<file path="config.mk">
export PLATFORM = sky130hd
export DESIGN_NAME = cmsp_top
export DESIGN_NICKNAME = d
export VERILOG_FILES = /design/src/rtl/cmsp_pkg.sv /design/src/rtl/cmsp_top.sv
export SDC_FILE = /design/constraint.sdc
export NUM_CORES = 1
export LEC_CHECK = 0
export BUFFER_PORTS_ARGS = -buffer_cell sky130_fd_sc_hd__buf_4
export CAP_MARGIN = 10
export CORE_MARGIN = 2
export CORE_UTILIZATION = 40
export DETAILED_ROUTE_END_ITERATION = 8
export PLACE_DENSITY_LB_ADDON = 0.3
export SYNTH_ARGS = -nofsm -noshare
export SYNTH_HDL_FRONTEND = slang
export SYNTH_SLANG_ARGS = --single-unit
export TNS_END_PERCENT = 10
</file>
<file path="constraint.sdc">
create_clock -name ref_clk -period 1.3 [get_ports ref_clk]
set_input_delay 0.195 -clock ref_clk [delete_from_list [all_inputs] [get_ports ref_clk]]
set_output_delay 0.195 -clock ref_clk [all_outputs]
set_load 0.1 [all_outputs]
</file>
<file path="src/rtl/cmsp_pkg.sv">
// Purpose: shared constants and types for the chip mode, security and power control block
// Assumes: one 100 MHz clock, synchronous active-high reset
// Notes:   register offsets are byte addresses on the plain register port
package cmsp_pkg;

    localparam int unsigned CLK_MHZ         = 100;
    localparam int unsigned ADDR_W          = 4;
    localparam int unsigned DATA_W          = 8;

    // register offsets
    localparam logic [3:0] MODE_REG_ADDR    = 4'h0;
    localparam logic [3:0] MISC_REG_ADDR    = 4'h1;
    localparam logic [3:0] SEC_REG_ADDR     = 4'h2;
    localparam logic [3:0] POWER_REG_ADDR   = 4'h3;
    localparam logic [3:0] STATUS_REG_ADDR  = 4'h4;

    // field positions
    localparam int unsigned MODE_LSB        = 0;
    localparam int unsigned MISC_FLASH_BIT  = 0;
    localparam int unsigned SEC_PROG_BIT    = 0;
    localparam int unsigned SEC_ERASE_BIT   = 1;
    localparam int unsigned SEC_BLANK_BIT   = 2;
    localparam int unsigned SEC_UNLOCK_BIT  = 3;
    localparam int unsigned SEC_DBGCMD_BIT  = 4;
    localparam int unsigned POWER_PSEUDO_BIT = 0;

    // values after reset
    localparam logic [2:0] MODE_RESET       = 3'h0;
    localparam logic       SEC_NV_RESET     = 1'b0;
    localparam logic [7:0] READ_ZERO        = 8'h00;

    // blank check length, in ns and in cycles
    localparam int unsigned BLANK_CHECK_NS     = 1000;
    localparam int unsigned BLANK_CHECK_CYCLES = (BLANK_CHECK_NS * CLK_MHZ + 999) / 1000;
    localparam logic [7:0]  BLANK_CHECK_LAST   = 8'(BLANK_CHECK_CYCLES - 1);

    typedef enum logic [2:0] {
        CMSP_SPECIAL_SINGLE = 3'h0,
        CMSP_EMUL_NARROW    = 3'h1,
        CMSP_SPECIAL_TEST   = 3'h2,
        CMSP_EMUL_WIDE      = 3'h3,
        CMSP_NORMAL_SINGLE  = 3'h4,
        CMSP_NORMAL_NARROW  = 3'h5,
        CMSP_PERIPHERAL     = 3'h6,
        CMSP_NORMAL_WIDE    = 3'h7
    } cmsp_mode_t;

    typedef enum {
        CMSP_PWR_RUN,
        CMSP_PWR_WAIT,
        CMSP_PWR_PSEUDO,
        CMSP_PWR_STOP
    } cmsp_pwr_t;

    // strap pins sampled on the first edge after reset release
    typedef struct packed {
        logic mode_sel_c;
        logic mode_sel_b;
        logic mode_sel_a;
        logic flash_map_pin;
        logic osc_type_strap;
    } cmsp_strap_t;

    // register port request
    typedef struct packed {
        logic [3:0] addr;
        logic [7:0] wdata;
        logic       wr;
        logic       rd;
    } cmsp_req_t;

    // clock and power gating outputs
    typedef struct packed {
        logic osc_run;
        logic core_clk_en;
        logic periph_clk_en;
        logic tick_clk_en;
        logic cpu_bus_hold;
    } cmsp_pwr_out_t;

endpackage

</file>
<file path="src/rtl/cmsp_top.sv">
// Purpose: chip mode, flash visibility, security and low-power sequencing
// Assumes: strap pins synchronous to ref_clk; reset synchronous, active high
// Notes:   registers sit on a plain strobe port with read data one cycle late
//
// Contract
// - latch the three mode-select pins into the mode bits at reset release.
// - latch the flash-map pin into the flash-visible bit at reset release.
// - flash visible in the memory map only while the flash-visible bit is 1.
// - mode bits show the active mode and allow limited software mode changes.
// - pattern 000 is special single-chip, flash visible, debug active at once.
// - pattern 001 is emulation narrow; flash visible when flash-map pin is 0.
// - pattern 010 is special test wide; flash never visible. Here the bit starts at 0, but a misc register write can set it.
// - pattern 011 is emulation wide; flash visible when flash-map pin is 0.
// - pattern 100 is normal single-chip; flash always visible. Here the bit starts at 1, but a misc register write can clear it.
// - pattern 101 is normal narrow; flash visible when flash-map pin is 1.
// - pattern 111 is normal wide; flash visible when flash-map pin is 1.
// - oscillator strap 1 selects Colpitts, 0 selects Pierce or external clock.
// - programmed security bits keep the part secured across resets and power cycles.
// - secured normal single-chip behaves normally but refuses all debug operations.
// - secured reset into expanded mode disables flash and blocks debug.
// - unsecuring needs a flash erase first, or a backdoor key access.
// - after erase, reset into special single-chip runs a blank check, then unlock.
// - a reset after erase but before reprogramming leaves the part secured.
// - full stop halts all clocks and oscillator; wake only by reset or interrupt.
// - pseudo stop keeps oscillator, tick and watchdog; other peripherals off.
// - wait stops the processor, holds its buses, keeps peripherals clocked.
`timescale 1ns/1ps

module cmsp_top (
    // clock and reset
    input  wire logic                 ref_clk,
    input  wire logic                 reset,
    // strap pins
    input  wire cmsp_pkg::cmsp_strap_t strap,
    // register port
    input  wire cmsp_pkg::cmsp_req_t   req,
    output logic [7:0]                rdata,
    // processor and flash events
    input  wire logic                 stop_instr,
    input  wire logic                 idle_instr,
    input  wire logic                 ext_irq,
    input  wire logic                 any_irq,
    input  wire logic                 nv_secure,
    input  wire logic                 flash_erased,
    input  wire logic                 backdoor_ok,
    input  wire logic                 debug_req,
    // configuration and gating outputs
    output cmsp_pkg::cmsp_mode_t      mode,
    output logic                      flash_visible_bit,
    output logic                      flash_in_map,
    output logic                      osc_colpitts,
    output logic                      secured,
    output logic                      debug_allowed,
    output logic                      debug_active,
    output logic                      blank_check_busy,
    output cmsp_pkg::cmsp_pwr_out_t   pwr
);

    // pattern to flash-visible value
    function automatic logic flash_vis_f(input logic [2:0] m, input logic map_pin);
        case (m)
            3'h0:    flash_vis_f = 1'b1;
            3'h1:    flash_vis_f = ~map_pin;
            3'h2:    flash_vis_f = 1'b0;
            3'h3:    flash_vis_f = ~map_pin;
            3'h4:    flash_vis_f = 1'b1;
            3'h5:    flash_vis_f = map_pin;
            3'h6:    flash_vis_f = 1'b1;
            default: flash_vis_f = map_pin;
        endcase
    endfunction

    function automatic logic expanded_f(input logic [2:0] m);
        expanded_f = (m != 3'h0) && (m != 3'h4);
    endfunction

    logic        in_reset_q;
    logic [2:0]  mode_q;
    logic        vis_q;
    logic        osc_q;
    logic        sec_q;
    logic        erased_q;
    logic        unlock_q;
    logic        blank_ok_q;
    logic        blank_busy_q;
    logic [7:0]  blank_cnt_q;
    logic        dbg_act_q;
    logic        pseudo_sel_q;
    logic [7:0]  rdata_q;
    cmsp_pkg::cmsp_pwr_t   pwr_q;
    cmsp_pkg::cmsp_pwr_out_t pwr_out_q;
    logic        release_w;
    logic [2:0]  strap_mode_w;

    assign strap_mode_w = {strap.mode_sel_c, strap.mode_sel_b, strap.mode_sel_a};
    // first cycle out of reset; straps are read only here, later pin moves are ignored
    assign release_w    = in_reset_q;

    always_ff @(posedge ref_clk) begin
        if (reset) begin
            in_reset_q <= 1'b1;
        end else begin
            in_reset_q <= 1'b0;
        end
    end

    // mode bits: straps at release, then limited software writes
    always_ff @(posedge ref_clk) begin
        if (reset) begin
            mode_q <= cmsp_pkg::MODE_RESET;
        end else if (release_w) begin
            mode_q <= strap_mode_w;
        end else if (req.wr && req.addr == cmsp_pkg::MODE_REG_ADDR) begin
            // only special and emulation modes (mode bit 2 clear) may switch, never into peripheral mode
            if (!mode_q[2] && req.wdata[2:0] != 3'h6) begin
                mode_q <= req.wdata[2:0];
            end
        end
    end

    // flash visibility: strap at release, then software writes to the misc register
    always_ff @(posedge ref_clk) begin
        if (reset) begin
            vis_q <= 1'b0;
        end else if (release_w) begin
            vis_q <= flash_vis_f(strap_mode_w, strap.flash_map_pin);
        end else if (req.wr && req.addr == cmsp_pkg::MISC_REG_ADDR) begin
            vis_q <= req.wdata[cmsp_pkg::MISC_FLASH_BIT];
        end
    end

    always_ff @(posedge ref_clk) begin
        if (reset) begin
            osc_q <= 1'b0;
        end else if (release_w) begin
            osc_q <= strap.osc_type_strap;
        end
    end

    // security: reloaded from the non-volatile bit on every reset release
    always_ff @(posedge ref_clk) begin
        if (reset) begin
            sec_q <= 1'b1;
        end else if (release_w) begin
            sec_q <= nv_secure;
        end else if (backdoor_ok) begin
            sec_q <= 1'b0;
        end else if (unlock_q) begin
            sec_q <= 1'b0;
        end
    end

    // erase seen; volatile, so a reset before reprogramming re-secures
    always_ff @(posedge ref_clk) begin
        if (reset) begin
            erased_q <= 1'b0;
        end else if (flash_erased) begin
            erased_q <= 1'b1;
        end
    end

    // blank check runs in special single-chip after release when secured
    always_ff @(posedge ref_clk) begin
        if (reset) begin
            blank_busy_q <= 1'b0;
            blank_cnt_q  <= 8'h00;
            blank_ok_q   <= 1'b0;
        end else if (release_w) begin
            blank_busy_q <= (strap_mode_w == 3'h0) && nv_secure;
            blank_cnt_q  <= 8'h00;
            blank_ok_q   <= 1'b0;
        end else if (blank_busy_q) begin
            if (blank_cnt_q == cmsp_pkg::BLANK_CHECK_LAST) begin
                blank_busy_q <= 1'b0;
                blank_ok_q   <= flash_erased || erased_q;
            end else begin
                blank_cnt_q <= blank_cnt_q + 8'h01;
            end
        end
    end

    // unlock write is honoured only after a passing blank check
    always_ff @(posedge ref_clk) begin
        if (reset) begin
            unlock_q <= 1'b0;
        end else begin
            unlock_q <= req.wr && req.addr == cmsp_pkg::SEC_REG_ADDR
                        && req.wdata[cmsp_pkg::SEC_UNLOCK_BIT] && blank_ok_q;
        end
    end

    // debug: active at once in special single-chip, else on a serial command
    always_ff @(posedge ref_clk) begin
        if (reset) begin
            dbg_act_q <= 1'b0;
        end else if (release_w) begin
            dbg_act_q <= (strap_mode_w == 3'h0);
        end else if (debug_req) begin
            dbg_act_q <= 1'b1;
        end
    end

    always_ff @(posedge ref_clk) begin
        if (reset) begin
            pseudo_sel_q <= 1'b0;
        end else if (req.wr && req.addr == cmsp_pkg::POWER_REG_ADDR) begin
            pseudo_sel_q <= req.wdata[cmsp_pkg::POWER_PSEUDO_BIT];
        end
    end

    // low-power sequencer
    always_ff @(posedge ref_clk) begin
        if (reset) begin
            pwr_q <= cmsp_pkg::CMSP_PWR_RUN;
        end else begin
            case (pwr_q)
                cmsp_pkg::CMSP_PWR_RUN: begin
                    if (stop_instr) begin
                        pwr_q <= pseudo_sel_q ? cmsp_pkg::CMSP_PWR_PSEUDO
                                              : cmsp_pkg::CMSP_PWR_STOP;
                    end else if (idle_instr) begin
                        pwr_q <= cmsp_pkg::CMSP_PWR_WAIT;
                    end
                end
                cmsp_pkg::CMSP_PWR_WAIT: begin
                    if (any_irq) begin
                        pwr_q <= cmsp_pkg::CMSP_PWR_RUN;
                    end
                end
                cmsp_pkg::CMSP_PWR_PSEUDO: begin
                    if (any_irq) begin
                        pwr_q <= cmsp_pkg::CMSP_PWR_RUN;
                    end
                end
                default: begin
                    // no clock runs, so only an external interrupt can wake
                    if (ext_irq) begin
                        pwr_q <= cmsp_pkg::CMSP_PWR_RUN;
                    end
                end
            endcase
        end
    end

    always_ff @(posedge ref_clk) begin
        if (reset) begin
            pwr_out_q <= '{1'b1, 1'b1, 1'b1, 1'b1, 1'b0};
        end else begin
            case (pwr_q)
                cmsp_pkg::CMSP_PWR_WAIT:
                    pwr_out_q <= '{1'b1, 1'b0, 1'b1, 1'b1, 1'b1};
                cmsp_pkg::CMSP_PWR_PSEUDO:
                    pwr_out_q <= '{1'b1, 1'b0, 1'b0, 1'b1, 1'b1};
                cmsp_pkg::CMSP_PWR_STOP:
                    pwr_out_q <= '{1'b0, 1'b0, 1'b0, 1'b0, 1'b1};
                default:
                    pwr_out_q <= '{1'b1, 1'b1, 1'b1, 1'b1, 1'b0};
            endcase
        end
    end

    // register reads
    always_ff @(posedge ref_clk) begin
        if (reset) begin
            rdata_q <= cmsp_pkg::READ_ZERO;
        end else if (req.rd) begin
            if (req.addr == cmsp_pkg::MODE_REG_ADDR) begin
                rdata_q <= {5'h00, mode_q};
            end else if (req.addr == cmsp_pkg::MISC_REG_ADDR) begin
                rdata_q <= {7'h00, vis_q};
            end else if (req.addr == cmsp_pkg::SEC_REG_ADDR) begin
                rdata_q <= {3'h0, dbg_act_q, 1'b0, blank_ok_q, erased_q, sec_q};
            end else if (req.addr == cmsp_pkg::POWER_REG_ADDR) begin
                rdata_q <= {7'h00, pseudo_sel_q};
            end else if (req.addr == cmsp_pkg::STATUS_REG_ADDR) begin
                rdata_q <= {6'h00, blank_busy_q, osc_q};
            end else begin
                rdata_q <= cmsp_pkg::READ_ZERO;
            end
        end else begin
            rdata_q <= cmsp_pkg::READ_ZERO;
        end
    end

    // registered outputs; security gating is folded in here
    always_ff @(posedge ref_clk) begin
        if (reset) begin
            mode              <= cmsp_pkg::CMSP_SPECIAL_SINGLE;
            flash_visible_bit <= 1'b0;
            flash_in_map      <= 1'b0;
            osc_colpitts      <= 1'b0;
            secured           <= 1'b1;
            debug_allowed     <= 1'b0;
            debug_active      <= 1'b0;
            blank_check_busy  <= 1'b0;
            pwr               <= '{1'b1, 1'b1, 1'b1, 1'b1, 1'b0};
        end else begin
            mode              <= cmsp_pkg::cmsp_mode_t'(mode_q);
            flash_visible_bit <= vis_q;
            flash_in_map      <= vis_q && !(sec_q && expanded_f(mode_q));
            osc_colpitts      <= osc_q;
            secured           <= sec_q;
            debug_allowed     <= !sec_q;
            debug_active      <= dbg_act_q && !sec_q;
            blank_check_busy  <= blank_busy_q;
            pwr               <= pwr_out_q;
        end
    end

    assign rdata = rdata_q;

endmodule // cmsp_top

</file>
==> out/summary.txt <==
Leak Pwr: 1.04 nW
Synth warn: 0
Area grow syn2layout: 31.7%
Drt total wl: 3.74 mm
Clk Latency, worst-skew pair: 0.29 ns
Ports: 52
Status: finished with violations
Post-Syn Area: 1860 sq um
Min-Delay Path Class: input port to register
Critical path cell sequence: ha_4, nand4b_1, o41ai_2, buf_4, xor2_2, nor2_1
CTS H-tree depth: 2
Metal3 WL: 222 um
Path depth of the worst reg2reg path: 6
Post-synth top area cell: dfxtp_1
Pwr Density: 1300 nW/um^2
Post-synth top cells: dfxtp_1, nor2_1, a21oi_1, o21ai_0
Seq cells post-synth: 45
Post-synthesis cell type count: 45
Endpoints failing setup: 3
Critical path's top delay family: flip-flops
Max Slew Vio Count: 0
Metal2 WL: 1.73 mm
ANT nets after route: 0
Worst r2r dst: blank_cnt_q[0]$_SDFFE_PP0P_
Worst R2R Setup Slack: -0.12 ns
Peak VDD IR: 0.000602 V
DR vias/cell: 4.93
Most instantiated library cell after synthesis: dfxtp_1
CTS tree: yes
WS Path Type: register to register
Core area: 4410 sq um
Final Hold Viols: 0
Violated checks: setup timing
Die Width: 72.1 um
Worst path max stage delay: 0.36 ns
Fin nets: 285
Gr usage total: 15.7%
Final period utilization: 109%
Setup crit start kind: register
Clock root buffer master: clkbuf_8
Hold path cells: 1
Max Used Layer: met4
Setup ws final: -0.122 ns
HPWL Detailed: 2.81 mm
Antenna cell count: 0
Initial Util: 42.1%
Largest net degree at the start of global routing: 20
WP data required: 1.48 ns
CTS buffer count: 5
PortBufs: 43
Initial DRC count: 48
GPL Wtd Cong: 0.810
Slowest library cell on the worst path: dfxtp_2
Minimum clock period: 1.42 ns
Share of cells above drive strength 1: 35.9%
Worst Clk Skew: 0.00279 ns
Reg-to-Reg Start: blank_cnt_q[0]$_SDFFE_PP0P_
Final instance area: 2450 sq um
Yosys top cell area share: 48.5%
Post-Place Cells: 296
Vias in the first global route: 1400
Clk sinks: 45
Max Fanout on Critical Path: 4
Setup TNS: -0.221 ns
WL per Instance: 12.4 um
Die area: 5200 sq um
Synth Flop Type: dfxtp_1
Metal-1 WL: 1.76 mm
Crit path DAT: 1.61 ns
Hold Startpoint: reset
Post-synth EDFFs: 0
Via count: 1495
GR Overflow Total: 0
Worst setup EP type: register
Mapped Avg Cell Area: 9.57 sq um
Post-synthesis sequential area ratio: 48.5%
First-pass GRT wire length: 6.30 mm
Max-Cap Viols: 0
Row cnt: 24
Placed cell area: 2300 sq um
Post-Syn Instances: 194
Clock slew at reported path FFs: 0.08 ns
Max Root-Sink Buffers: 2
Sum of buffers and inverters on the critical path: 1
RSZ-0062 raised after global routing: true
Antenna violations before repair: 0
First drt pass iteration count: 4
Post-synth ARST share: 0%
Synth area leaders: dfxtp_1, mux2i_1, nor2_1
Vert. Die Dim: 72.1 um
Fin cells: 303
Number of remaining DRC errors: 0
Fmax: 703 MHz
Worst Hold Path EP: in_reset_q$_DFF_P_
## sequential cells by signal, indices dropped and copies added, names as in the netlist, 2 cells and up
name,flops
mode,3
pwr,4
blank_cnt_q,8
pwr_out_q,4
mode_q,3
rdata,4
pwr_q,2
## cell usage in the layout (no fill, tap or decap), types with 2 or more instances in the layout
master	netlist	layout
a21oi_1	12	12
and2_1	2	2
and3_1	2	2
buf_4	5	59
clkbuf_8	0	5
conb_1	1	4
dfxtp_1	45	42
dfxtp_2	0	3
ha_1	5	3
ha_4	0	2
inv_1	9	9
mux2_2	2	2
mux2i_1	8	8
nand2_1	9	9
nand2b_1	2	2
nand3_1	9	9
nand4_1	2	2
nor2_1	18	18
nor2b_1	7	7
nor3_1	6	5
nor3_2	1	2
o21ai_0	10	10
or2_2	4	4
or3_1	4	4
xnor2_1	2	2
xor2_1	3	2
## worst reg2reg max path: stages, from the launching register on
cell      delay, ns
dfxtp_2        0.36
ha_4           0.14
nand4b_1       0.16
o41ai_2        0.32
buf_4          0.19
xor2_2         0.12
nor2_1         0.04
## cells by family after synthesis
| group | Yosys count | share of synthesized area, % |
|---|---|---|
| AO/OA/AOI/OAI | 30 | 10.4 |
| flip-flops | 45 | 48.5 |
| XOR/XNOR | 5 | 2.36 |
| AND/OR/NAND/NOR | 77 | 23.7 |
| other | 1 | 0.202 |
| buffers and inverters | 21 | 5.86 |
| multiplexers | 10 | 5.53 |
| adder cells (fa/ha/maj) | 5 | 3.37 |
## per-stage QoR
step	setup WS [ns]	total power, mW	utilization [%]	hold slack [ns]
floorplan	-0.0694	1.97	-	0.223
global placement	-0.0341	2.18	52.2	0.392
detailed placement	-0.0721	2.19	52.2	0.393
CTS	-0.0999	3.19	54.6	0.112
global route	-0.216	3.34	55.4	0.115
finish	-0.122	3.18	55.4	0.122
## routing by layer
layer	global-route usage [%]	vias to the layer above
met5	0	-
met4	8.18	0
met3	3.61	2
met2	24.0	46
met1	20.6	678
li1	-	769
## final cells by class
type,instances,area (sq um)
repair buffers,59,443
well taps,52,65.1
inverters,9,33.8
multi-input cells,131,896
flip-flops and latches,45,905
fillers,392,1970
clock buffers,5,68.8
clock inverters,2,35.0
## timing repair
action | 4_1_cts | 5_1_grt
setup buffers | 0 | 0
resized for setup | 1 | 6
hold buffers | 0 | 0
endpoints found under the setup margin | 4 | 10
pin swaps | 1 | 3
## worst max-delay path by stage
stage	start	endpoint	slack, ns	depth (start not counted)
6_report	blank_cnt_q[0]$_SDFFE_PP0P_	blank_cnt_q[0]$_SDFFE_PP0P_	-0.12	6
5_1_grt	blank_cnt_q[0]$_SDFFE_PP0P_	blank_cnt_q[0]$_SDFFE_PP0P_	-0.22	6
4_1_cts	blank_cnt_q[1]$_SDFFE_PP0P_	blank_cnt_q[0]$_SDFFE_PP0P_	-0.1	6
3_5_place_dp	blank_cnt_q[1]$_SDFFE_PP0P_	blank_cnt_q[0]$_SDFFE_PP0P_	-0.07	6
3_3_place_gp	blank_cnt_q[0]$_SDFFE_PP0P_	blank_cnt_q[0]$_SDFFE_PP0P_	-0.03	6
2_1_floorplan	blank_cnt_q[0]$_SDFFE_PP0P_	blank_cnt_q[0]$_SDFFE_PP0P_	-0.07	5
## power breakdown
| part | internal, mW | switching, mW | leakage (nW) |
|---|---|---|---|
| logic | 0.261 | 0.439 | 0.613 |
| registers | 1.46 | 0.0333 | 0.368 |
| clock network | 0.558 | 0.437 | 0.0540 |
Note: power is estimated with default switching activity, not from simulation.
